--- src/stabilization_watchdog_timer_pkg.sv ---
// Constants and carrier types for the stabilization and watchdog timer.
// Assumes one 125 MHz system clock and a byte-wide register port from the CPU core.
package stabilization_watchdog_timer_pkg;

	// ==========================================================================
	// Register map
	localparam logic [7:0] timer_control_addr = 8'hd3;
	localparam logic [7:0] timer_count_value_addr = 8'hfd;
	localparam logic [7:0] timer_control_reset = 8'h00;

	// ==========================================================================
	// Control field layout
	localparam int wdt_key_msb = 7;
	localparam int wdt_key_lsb = 4;
	localparam logic [3:0] wdt_disable_key = 4'ha;
	localparam int clk_sel_msb = 3;
	localparam int clk_sel_lsb = 2;
	localparam int cnt_clear_bit = 1;
	localparam int div_clear_bit = 0;

	// ==========================================================================
	// Prescaler
	localparam int divider_width = 12;
	localparam logic [1:0] sel_div4096 = 2'h0;
	localparam logic [1:0] sel_div1024 = 2'h1;
	localparam logic [1:0] sel_div128 = 2'h2;
	localparam logic [1:0] sel_div16 = 2'h3;
	localparam int stab_bit = 4;

	typedef struct packed {
		logic wr;
		logic rd;
		logic [7:0] addr;
		logic [7:0] wdata;
	} reg_req_t;

	typedef enum logic [1:0] {
		st_stabilize,
		st_run,
		st_stop
	} run_state_t;

endpackage

--- src/stabilization_watchdog_timer.sv ---
// Stabilization and watchdog timer: prescaler, 8-bit counter, control register.
// Assumes the CPU register port is synchronous to clock_i and that stop mode
// requests and wake events are single-cycle pulses from logic on the same clock.
`timescale 1ns/1ps

// Function
// - Watchdog disabled only by key 1010b.
// - Two-bit field picks divide 4096/1024/128/16.
// - Writing 1 to bit1 clears counter.
// - Writing 1 to bit0 clears dividers.
// - Reset loads control register with zero.
// - Enabled watchdog resets chip on overflow.
// - Overflow is bit7 carry; count read-only.
// - After reset counter clock is system/4096.
// - Leaving stop: count at reset or preset rate.
// - Bit4 overflow ends stabilization, releases CPU.
module stabilization_watchdog_timer
(
	// Clock and reset
	input wire logic clock_i,
	input wire logic reset_i,
	// CPU register port
	input wire stabilization_watchdog_timer_pkg::reg_req_t req_i,
	output logic [7:0] rdata_o,
	// Power management
	input wire logic stop_enter_i,
	input wire logic ext_wake_i,
	// System side
	output logic counter_overflow_signal_o,
	output logic watchdog_reset_o,
	output logic cpu_clock_enable_o,
	output logic divider_clear_o
);
	import stabilization_watchdog_timer_pkg::*;

	logic [7:0] timer_control_ff;
	logic [divider_width-1:0] divider_ff;
	logic [divider_width-1:0] nxt_divider;
	logic [7:0] count_ff;
	logic [8:0] nxt_count_sum;
	run_state_t state_ff;
	logic tick_ff;
	logic tick_prev_bit;
	logic tick_now;
	logic ctl_wr;
	logic cnt_clear_pulse;
	logic div_clear_pulse;
	logic wdt_enabled;
	logic [7:0] rdata_ff;
	logic ovf_ff;
	logic wdt_rst_ff;
	logic cpu_en_ff;
	logic div_clr_ff;
	logic ctl_rd;
	logic cnt_rd;
	logic count_carry;
	logic stab_done;
	logic wake_now;

	// ==========================================================================
	// Register decode
	// One compare serves reads and writes, so both see the same map.
	function automatic logic reg_hit(input reg_req_t r, input logic [7:0] target);
		reg_hit = (r.addr == target);
	endfunction

	assign ctl_wr = req_i.wr && reg_hit(req_i, timer_control_addr);
	assign ctl_rd = req_i.rd && reg_hit(req_i, timer_control_addr);
	assign cnt_rd = req_i.rd && reg_hit(req_i, timer_count_value_addr);
	// Clear bits are decoded straight from the write, never stored as levels.
	assign cnt_clear_pulse = ctl_wr && req_i.wdata[cnt_clear_bit];
	assign div_clear_pulse = ctl_wr && req_i.wdata[div_clear_bit];
	assign wdt_enabled = (timer_control_ff[wdt_key_msb:wdt_key_lsb] != wdt_disable_key);

	always_ff @(posedge clock_i)
	begin
		if (reset_i)
			timer_control_ff <= timer_control_reset;
		else if (ctl_wr)
			timer_control_ff <= {req_i.wdata[7:2], 2'h0};
	end

	// ==========================================================================
	// Read-back
	// The count register has no write path, so a store to it is ignored.
	always_ff @(posedge clock_i)
	begin
		if (reset_i)
			rdata_ff <= 8'h00;
		else if (ctl_rd)
			rdata_ff <= timer_control_ff;
		else if (cnt_rd)
			rdata_ff <= count_ff;
		else
			rdata_ff <= 8'h00;
	end

	// ==========================================================================
	// Prescaler
	assign nxt_divider = divider_ff + 12'h001;

	// A tick is the falling edge of the selected divider bit, one cycle wide.
	function automatic logic tap(input logic [divider_width-1:0] d, input logic [1:0] sel);
		unique case (sel)
			sel_div4096: tap = d[11];
			sel_div1024: tap = d[9];
			sel_div128: tap = d[6];
			sel_div16: tap = d[3];
		endcase
	endfunction

	always_ff @(posedge clock_i)
	begin
		if (reset_i || div_clear_pulse)
			divider_ff <= '0;
		else
			divider_ff <= nxt_divider;
	end

	assign tick_prev_bit = tap(divider_ff, timer_control_ff[clk_sel_msb:clk_sel_lsb]);
	assign tick_now = tick_prev_bit && !tap(nxt_divider, timer_control_ff[clk_sel_msb:clk_sel_lsb]);

	always_ff @(posedge clock_i)
	begin
		if (reset_i || div_clear_pulse)
			tick_ff <= 1'b0;
		else
			tick_ff <= tick_now;
	end

	// ==========================================================================
	// Stop mode sequencing
	// Bit 4 carries when the low five bits roll over.
	assign stab_done = tick_ff && (&count_ff[stab_bit:0]);
	assign wake_now = (state_ff == st_stop) && ext_wake_i;

	always_ff @(posedge clock_i)
	begin
		if (reset_i)
			state_ff <= st_stabilize;
		else
			unique case (state_ff)
				st_stabilize:
				begin
					if (stab_done)
						state_ff <= st_run;
				end
				st_run:
				begin
					if (stop_enter_i)
						state_ff <= st_stop;
				end
				st_stop:
				begin
					// Wake keeps the preset prescaler; only a reset forces /4096.
					if (ext_wake_i)
						state_ff <= st_stabilize;
				end
			endcase
	end

	// ==========================================================================
	// Counter
	assign nxt_count_sum = {1'b0, count_ff} + 9'h001;
	// A clear in the same cycle beats the carry, so no overflow is seen.
	assign count_carry = tick_ff && nxt_count_sum[8] && !cnt_clear_pulse;

	always_ff @(posedge clock_i)
	begin
		if (reset_i)
			count_ff <= 8'h00;
		else if (cnt_clear_pulse || wake_now)
			count_ff <= 8'h00;
		else if (tick_ff && state_ff != st_stop)
			count_ff <= nxt_count_sum[7:0];
	end

	// ==========================================================================
	// Overflow and watchdog outputs
	// Overflow is gated off by state in stop mode, so no carry can be reported there.
	always_ff @(posedge clock_i)
	begin
		if (reset_i)
			ovf_ff <= 1'b0;
		else
			ovf_ff <= count_carry && state_ff != st_stop;
	end

	// During stabilization the watchdog cannot fire: bit 4 ends it first.
	always_ff @(posedge clock_i)
	begin
		if (reset_i)
			wdt_rst_ff <= 1'b0;
		else
			wdt_rst_ff <= wdt_enabled && count_carry && state_ff == st_run;
	end

	// ==========================================================================
	// CPU clock and divider clear outputs
	always_ff @(posedge clock_i)
	begin
		if (reset_i)
			cpu_en_ff <= 1'b0;
		else
			cpu_en_ff <= (state_ff == st_run) && !stop_enter_i;
	end

	always_ff @(posedge clock_i)
	begin
		if (reset_i)
			div_clr_ff <= 1'b0;
		else
			div_clr_ff <= div_clear_pulse;
	end

	assign rdata_o = rdata_ff;
	assign counter_overflow_signal_o = ovf_ff;
	assign watchdog_reset_o = wdt_rst_ff;
	assign cpu_clock_enable_o = cpu_en_ff;
	assign divider_clear_o = div_clr_ff;

endmodule

--- config.mk ---
export PLATFORM = sky130hd
export DESIGN_NAME = stabilization_watchdog_timer
export DESIGN_NICKNAME = d
export VERILOG_FILES = /design/src/stabilization_watchdog_timer_pkg.sv /design/src/stabilization_watchdog_timer.sv
export SDC_FILE = /design/constraint.sdc
export NUM_CORES = 1
export LEC_CHECK = 0
export BUFFER_PORTS_ARGS = -buffer_cell sky130_fd_sc_hd__buf_2
export CORE_ASPECT_RATIO = 1.25
export CORE_MARGIN = 3
export CORE_UTILIZATION = 55
export CTS_CLUSTER_DIAMETER = 100
export DETAILED_ROUTE_END_ITERATION = 10
export GPL_ROUTABILITY_DRIVEN = 0
export PLACE_DENSITY = 0.77
export SLEW_MARGIN = 20
export SYNTH_ARGS = -nofsm -noshare
export SYNTH_HDL_FRONTEND = slang
export SYNTH_SLANG_ARGS = --single-unit
--- constraint.sdc ---
create_clock -name clock_i -period 4.3 [get_ports clock_i]
set_input_delay 0.86 -clock clock_i [delete_from_list [all_inputs] [get_ports clock_i]]
set_output_delay 0.86 -clock clock_i [all_outputs]
set_load 0.05 [all_outputs]
==> run metrics, run 1 <==
DRT Wirelength roughly 3300 µm; Util after Layout between 60% and 70%; placed cell area 1970 µm²; fraction of registers with async set/reset 0%; largest net degree at the start of global routing 18; Pre-antenna DRT Iters 4; CP Capture Type flip-flop; clk buf depth 2; RSZ-0062 raised after global routing no; part of the cycle the worst path needs roughly 50%; sequential fraction of the synthesis area 45.7%; number of global-route vias before repair approximately 1,400; Max FO, Critical Path 10; iteration-0 DRC count of the detailed router 46; Mapped Cells roughly 190; Core Box Area 3030 µm²; FP Rows 22; H-tree depth 2; Worst-path clk slew about 0.11 ns; design area roughly 2000 µm²; DP HPWL ~2600 µm; Routed Antenna Nets 0; I/O Pins 34; Post-Syn Area 1800 µm²; die height approximately 70 µm; Top FF cell, synth dfxtp_1; commonest non-fill, non-tap cell in the layout dfxtp_1; Synthesized Nets ~210; first-pass GRT wire length 5510 µm; final hold vios 0; total of max-cap violations 0; vias approximately 1,400; DIE AREA between 3000 and 4000 µm²; vias per std cell 5.54; CTS tree built; P_leak 0.000883 µW; Fillers between 200 and 300; Peak VDD IR roughly 280 µV; most frequent cells in the layout 41 x dfxtp_1, 36 x nor2_1, 33 x buf_2, 11 x xnor2_1, 10 x inv_1; Total Routing Usage GR between 15 and 20%; CP Data Required Time 4.53 ns; Final TNS setup 0 ns; fin. max-slew vios 0; DR DRC count 0; Area Growth Syn to Fin 13.7%; Max Clock Freq approximately 0.47 GHz; P per Cell Area 325 nW/µm²; Setup Fix Bufs, Post-CTS 0; crit path cell chain buf_2, nor4b_4, nand3_1, o21ai_2, nor2_1; Worst EP arrival ~2.4 ns; routed len/inst approximately 13 µm; Root Driver clkbuf_4; YS warnings 0; delay-heaviest family, CP simple AND/OR/NAND/NOR gates; crit path kind in -> reg; crit start category input port; layout cells sized above 1 22.2%; Rel. slew slack roughly three fifths; count of cell types in the netlist 38; Seq cells post-synth between 40 and 50; Initial Util between 50% and 60%; cts hold-fix bufs 0; initial antenna violation count 0; Resized cells post-CTS 0; HP Class reg -> reg; Final #Nets 249; Ant. Diodes 0; fin crit period between 2 and 2.5 ns; CTS Sinks 41; outcome complete, no violations; synthesized area per cell 9.71 µm²; CP max stage cell nand3_1; Buffers on Ports 33; clock insertion delay at the later pin of the skew report 0.34 ns; Post-synth EDFFs 0; crit-path max cell delay 0.49 ns; TritonCTS Buffers 5; Worst Tran Pin Value 0.620 ns; Setup Viol. Count Final 0; Critical path buffers and inverters 1; Die W about 57 µm; total gr overflow 0; Worst Clk Skew between 0.003 and 0.004 ns
-- cell type report --
class	instances	area (µm²)	area share, %
clock inverters	1	5.00	0.245
flip-flops and latches	41	821	40.2
clock buffers	7	65.1	3.18
multi-input cells	129	905	44.3
well taps	36	45.0	2.20
repair buffers	33	165	8.08
inverters	10	37.5	1.84
-- cells by family (layout without fill, tap and decap cells) --
group	Yosys count	in the layout	synth area share (%)
adder cells (fa/ha/maj)	7	7	4.87
flip-flops	41	41	45.7
multiplexers	9	9	5.01
AO/OA/AOI/OAI	19	19	8.98
AND/OR/NAND/NOR	79	79	24.2
buffers and inverters	15	51	3.97
XOR/XNOR	15	15	7.31
-- per-layer routing --
layer / wire length [µm] / vias to the layer above / track usage (%)
met4: 91 / 0 / 9.28
li1: - / 705 / -
met1: 1380 / 663 / 18.0
met3: 225 / 8 / 6.10
met2: 1640 / 48 / 30.5
met5: 0 / - / 0
-- flip-flops by register name (all words and copies together), names as in the netlist --
| register | cells |
|---|---|
| tick_ff | 1 |
| divider_clear_o | 1 |
| divider_ff | 12 |
| state_ff | 2 |
| watchdog_reset_o | 1 |
| counter_overflow_signal_o | 1 |
| timer_control_ff | 6 |
| cpu_clock_enable_o | 1 |
| count_ff | 8 |
| rdata_o | 8 |
-- stage by stage --
| stage | power [µW] | setup slack (ns) | cells | hold slack, ns |
|---|---|---|---|---|
| 2_1_floorplan | 441 | 2.44 | 185 | 0.429 |
| 3_3_place_gp | 456 | 1.86 | 249 | 0.448 |
| 3_5_place_dp | 461 | 1.79 | 249 | 0.456 |
| 4_1_cts | 673 | 2.16 | 257 | 0.483 |
| 5_1_grt | 699 | 2.07 | 257 | 0.520 |
| 6_report | 664 | 2.16 | 257 | 0.475 |
-- report_power, final --
part / total, µW / switching, µW / internal, µW
Clock: 212 / 118 / 94.8
Sequential: 394 / 6.66 / 387
Combinational: 58.4 / 33.3 / 25.1
-- worst paths after layout --
check | start | to | slack, ns | depth (start not counted)
setup / recovery | req_i[10] | count_ff[5]$_SDFFE_PP0P_ | 2.16 | 5
hold / removal | divider_ff[0]$_SDFF_PP0_ | divider_ff[0]$_SDFF_PP0_ | 0.48 | 1
setup reg to reg | count_ff[0]$_SDFFE_PP0P_ | state_ff[0]$_SDFFE_PP0P_ | 2.50 | 8
hold reg to reg | divider_ff[0]$_SDFF_PP0_ | divider_ff[0]$_SDFF_PP0_ | 0.48 | 1
-- cells in the mapped netlist (2+ instances only) --
master | instances | area share (%)
a211oi_1 | 2 | 0.84
a21oi_1 | 4 | 1.1
a22o_1 | 4 | 1.9
a32oi_1 | 2 | 0.98
and2_1 | 3 | 1.0
buf_6 | 2 | 1.3
clkbuf_1 | 3 | 0.63
dfxtp_1 | 41 | 46
ha_1 | 7 | 4.9
inv_1 | 10 | 2.1
mux2i_1 | 9 | 5.0
nand2_1 | 7 | 1.5
nand3_1 | 8 | 2.2
nand4_1 | 3 | 1.0
nor2_1 | 36 | 7.5
nor3_1 | 9 | 2.5
xnor2_1 | 11 | 5.4
xor2_1 | 4 | 1.9
(Power assumes the default switching activity.)
==> inputs of run 2 (changes only) <==
Settings changed: CORE_UTILIZATION 55 to 49, PLACE_DENSITY 0.77 to 0.73.
Clock period 4.3 ns to 1.9 ns, I/O delays scaled along.
==> run 2 against run 1 <==
Effect of this change: routed wire length down 0.63%; sequential power up 130%; first-iteration DRC count down 8.7%; worst hold slack worse by 0.23 ns; cell count up 1.2%; largest cell class unchanged.
==> run metrics, run 2 (synthesis gave the netlist of run 1 again) <==
Ant. Diodes 0; WL met2 around 1700 µm; H-tree depth 2; clock insertion delay at the later pin of the skew report about 0.3 ns; met3 wire len about 170 µm; Max FO, Critical Path 5; DR DRC count 0; Die W between 60 and 70 µm; first-pass GRT wire length 5510 µm; Area Growth Syn to Fin 17.4%; Peak VDD IR about 800 µV; initial antenna violation count 0; crit path kind reg -> reg; routed len/inst 12.7 µm; DIE AREA roughly 4400 µm²; Buffers on Ports 33; Root Driver clkbuf_8; CP Data Required Time between 2 and 2.5 ns; Routed Antenna Nets 0; Worst Tran Pin Value around 0.53 ns; layout cells sized above 1 roughly 23%; FP Rows 23; fin crit period 1.70 ns; flop2flop setup slack 0.20 ns; TritonCTS Buffers 5; Initial Util between 50% and 60%; DP HPWL approximately 2500 µm; final hold vios 0; RR Endpoint state_ff[1]$_SDFFE_PP0P_; number of global-route vias before repair 1,309; Total Routing Usage GR ~17%; fin. max-slew vios 0; outcome complete, no violations; P per Cell Area between 800 and 900 nW/µm²; iteration-0 DRC count of the detailed router between 40 and 50; CTS tree built; most frequent cells in the layout 41 x dfxtp_1, 36 x nor2_1, 33 x buf_2, 11 x xnor2_1, 10 x inv_1; CTS Sinks roughly 40; Setup Fix Bufs, Post-CTS 0; HP Class in -> reg; Core Box Area 3370 µm²; crit start category flip-flop; P_leak 0.000909 µW; hold path depth 2; worst-case reg-to-reg path depth 9; vias between 1,000 and 1,500; clk buf depth 2; vias per std cell a little over 5; cts hold-fix bufs 0; DRT Wirelength ~3300 µm; total gr overflow 0; RSZ-0062 raised after global routing no; commonest non-fill, non-tap cell in the layout dfxtp_1; Pre-antenna DRT Iters 4; Placed Cells between 200 and 300; die height 73.7 µm; Reg with most FFs divider_ff; hold_sp stop_enter_i; Max Clock Freq approximately 0.6 GHz; Final Instance Count excl. Fillers 260; Met1 Wirelength 1380 µm; max reg flops 12; I/O Pins 34; Setup Viol. Count Final 0; Final TNS setup 0 ns; Max Used Layer met4; Rel. slew slack 64.3%; Hold EP cpu_clock_enable_o$_SDFF_PP0_; Final #Nets 251; Resized cells post-CTS 0; Worst Clk Skew about 0.0075 ns; reg-to-reg startpoint count_ff[0]$_SDFFE_PP0P_; Critical Path Start count_ff[0]$_SDFFE_PP0P_; CP Capture Type flip-flop; largest net degree at the start of global routing 18; part of the cycle the worst path needs about nine tenths; total of max-cap violations 0; Worst-path clk slew around 0.080 ns; Worst EP arrival approximately 1.9 ns
## run 2: layout make-up
| class | instances | area, µm² |
|---|---|---|
| Fill cell | 298 | 1260 |
| Multi-Input combinational cell | 129 | 905 |
| Sequential cell | 41 | 821 |
| Timing Repair Buffer | 35 | 180 |
| Clock buffer | 6 | 82.6 |
| Tap cell | 37 | 46.3 |
| Clock inverter | 2 | 37.5 |
| Inverter | 10 | 37.5 |
## run 2: power by group
| group | switching (µW) | total [µW] | leakage (µW) | internal, µW |
|---|---|---|---|---|
| Sequential | 15.7 | 891 | 0.000331 | 875 |
| Clock | 299 | 726 | 0.0000574 | 427 |
| Combinational | 76.0 | 142 | 0.000520 | 65.9 |
| Total | 390 | 1760 | 0.000909 | 1370 |
## run 2: worst max-delay path, cell delays in order (launching register included)
cell	delay [ns]
dfxtp_1	0.41
ha_1	0.19
nand3_1	0.11
inv_1	0.08
ha_1	0.13
nand2_1	0.04
a222oi_1	0.23
buf_4	0.18
mux2i_1	0.17
nor2_1	0.05
## run 2: layer usage
metal | vias to the layer above | global-route usage [%]
li1 | 713 | -
met1 | 603 | 17.0
met2 | 22 | 29.6
met3 | 6 | 6.15
met4 | 0 | 8.62
met5 | - | 0
## run 2: worst max-delay path by stage
| stage | to | slack (ns) | cells past startpoint |
|---|---|---|---|
| 2_1_floorplan | state_ff[1]$_SDFFE_PP0P_ | 0.27 | 8 |
| 3_3_place_gp | state_ff[1]$_SDFFE_PP0P_ | 0.19 | 8 |
| 3_5_place_dp | state_ff[1]$_SDFFE_PP0P_ | 0.14 | 8 |
| 4_1_cts | state_ff[1]$_SDFFE_PP0P_ | 0.13 | 8 |
| 5_1_grt | state_ff[1]$_SDFFE_PP0P_ | 0.05 | 9 |
| 6_report | state_ff[1]$_SDFFE_PP0P_ | 0.20 | 9 |
## run 2: through the flow
step	total power, µW	utilization (%)	setup WS (ns)	cell area (µm²)	hold WS, ns
after global placement	1040	58.9	0.195	1980	0.456
final	1760	62.7	0.202	2110	0.245
after detailed placement	1040	58.9	0.141	1980	0.449
after floorplan	998	-	0.270	1800	0.429
after CTS	1770	62.4	0.130	2100	0.240
after global routing	1830	62.7	0.0534	2110	0.247
==> inputs of run 3 (changes only) <==
Settings changed: PLACE_DENSITY 0.73 to 0.79.
==> run 3 against run 2 <==
Effect of this change: design area barely moved; register-to-register slack got worse by 0.08 ns; flip-flop and latch count unchanged; first-iteration DRC count is 7.1% higher.
==> run metrics, run 3 (synthesis gave the netlist of run 1 again) <==
CP Data Required Time 2.08 ns; Fillers around 280; worst-case reg-to-reg path depth 9; multi-input logic area between 900 and 1000 µm²; worst setup path endpoint state_ff[1]$_SDFFE_PP0P_; P_leak between 0.0009 and 0.001 µW; Worst Clk Skew 0.0121 ns; clock insertion delay at the later pin of the skew report just under 0.3 ns; Worst-path clk slew 0.08 ns; max reg flops 12; Final TNS setup 0 ns; Area Growth Syn to Fin 17.5%; Total Routing Usage GR approximately 16%; Ant. Diodes 0; FP Rows 23; Rel. slew slack about three fifths; die height around 74 µm; Reg with most FFs divider_ff; Initial Util between 50% and 60%; CP Capture Type flip-flop; TritonCTS Buffers 5; CTS Sinks slightly above 40; Root Driver clkbuf_8; flop2flop setup slack between 0.1 and 0.15 ns; most frequent cells in the layout 40 x dfxtp_1, 36 x nor2_1, 33 x buf_2, 11 x xnor2_1, 10 x inv_1; Reg area between 800 and 900 µm²; fin. max-slew vios 0; Routed Antenna Nets 0; part of the cycle the worst path needs between 90% and 100%; total of max-cap violations 0; Pre-antenna DRT Iters 4; Worst Tran Pin Value roughly 0.6 ns; vias approximately 1,400; vias per std cell between 5 and 6; Buffers on Ports 33; H-tree depth 2; commonest non-fill, non-tap cell in the layout dfxtp_1; hold path depth 2; DP HPWL 2430 µm; outcome complete, no violations; fin crit period 1.78 ns; crit start category flip-flop; Final #Nets around 250; CTS tree built; worst slack, placed 0.0227 ns; clk buf depth 2; DR DRC count 0; total gr overflow 0; number of global-route vias before repair around 1,200; Critical Path Start count_ff[1]$_SDFFE_PP0P_; Peak VDD IR about 730 µV; HP Class in -> reg; DIE AREA 4430 µm²; Worst EP arrival ~2 ns; Die W ~60 µm; iteration-0 DRC count of the detailed router 45; reg-to-reg startpoint count_ff[1]$_SDFFE_PP0P_; P per Cell Area about 830 nW/µm²; Final WS setup roughly 0.12 ns; routed len/inst approximately 13 µm; I/O Pins 34; largest net degree at the start of global routing 18; RR Endpoint state_ff[1]$_SDFFE_PP0P_; Max Clock Freq about 0.56 GHz; initial antenna violation count 0; DRT Wirelength ~3300 µm; first-pass GRT wire length between 5000 and 6000 µm; Max FO, Critical Path 5; crit path kind reg -> reg; Setup Viol. Count Final 0; Core Box Area ~3400 µm²; layout cells sized above 1 23.3%; RSZ-0062 raised after global routing no; final hold vios 0
[run 3: cell count changes in the layout (fill, tap and decap cells not counted)]
cell     delta
dfxtp_2     +1
dfxtp_1     -1
[run 3: worst min path at each step]
stage / startpoint / to / slack (ns)
final: stop_enter_i / cpu_clock_enable_o$_SDFF_PP0_ / 0.25
after global routing: stop_enter_i / cpu_clock_enable_o$_SDFF_PP0_ / 0.24
after CTS: stop_enter_i / cpu_clock_enable_o$_SDFF_PP0_ / 0.24
after detailed placement: divider_ff[0]$_SDFF_PP0_ / divider_ff[0]$_SDFF_PP0_ / 0.47
after global placement: divider_ff[0]$_SDFF_PP0_ / divider_ff[0]$_SDFF_PP0_ / 0.45
after floorplan: divider_ff[0]$_SDFF_PP0_ / divider_ff[0]$_SDFF_PP0_ / 0.43
[run 3: power by group]
group	switching (µW)	total [µW]	internal [µW]
Combinational	78.9	145	65.9
Clock	293	720	427
Sequential	14.9	890	875
Total	387	1760	1370
[run 3: final cells by class]
cell class	count	area share (%)
clock buffer	6	3.91
tap	37	2.19
sequential	41	38.9
inverter	10	1.78
clock inverter	2	1.78
multi-input combinational	129	42.9
timing repair buffer	35	8.54
[run 3: repair_timing]
action,4_1_cts,5_1_grt
hold buffers,0,0
gates resized for setup,0,1
endpoints found under the setup margin,0,2
setup buffers,0,1
[run 3: critical path: stages (launching register included)]
cell	delay [ns]
dfxtp_1	0.39
ha_1	0.19
nand3_1	0.14
inv_1	0.09
ha_1	0.13
nand2_1	0.05
a222oi_1	0.25
buf_4	0.19
mux2i_1	0.20
nor2_1	0.05
[run 3: metrics by stage]
| stage | util (%) | cell area (µm²) | hold WS (ns) | total power, µW | instances |
|---|---|---|---|---|---|
| floorplan | - | 1800 | 0.429 | 998 | 185 |
| global placement | 58.9 | 1980 | 0.447 | 1040 | 251 |
| detailed placement | 58.9 | 1980 | 0.467 | 1040 | 251 |
| CTS | 62.4 | 2100 | 0.236 | 1770 | 259 |
| global route | 62.7 | 2110 | 0.244 | 1830 | 260 |
| finish | 62.7 | 2110 | 0.245 | 1760 | 260 |
[run 3: layer usage]
metal	vias up	routed length, µm	global-route usage [%]	part of all wire [%]
met2	41	1540	26.4	47
met1	620	1410	18.3	43
met4	0	74	8.37	2.3
li1	713	-	-	-
met3	7	238	5.45	7.3
met5	-	0	0	0
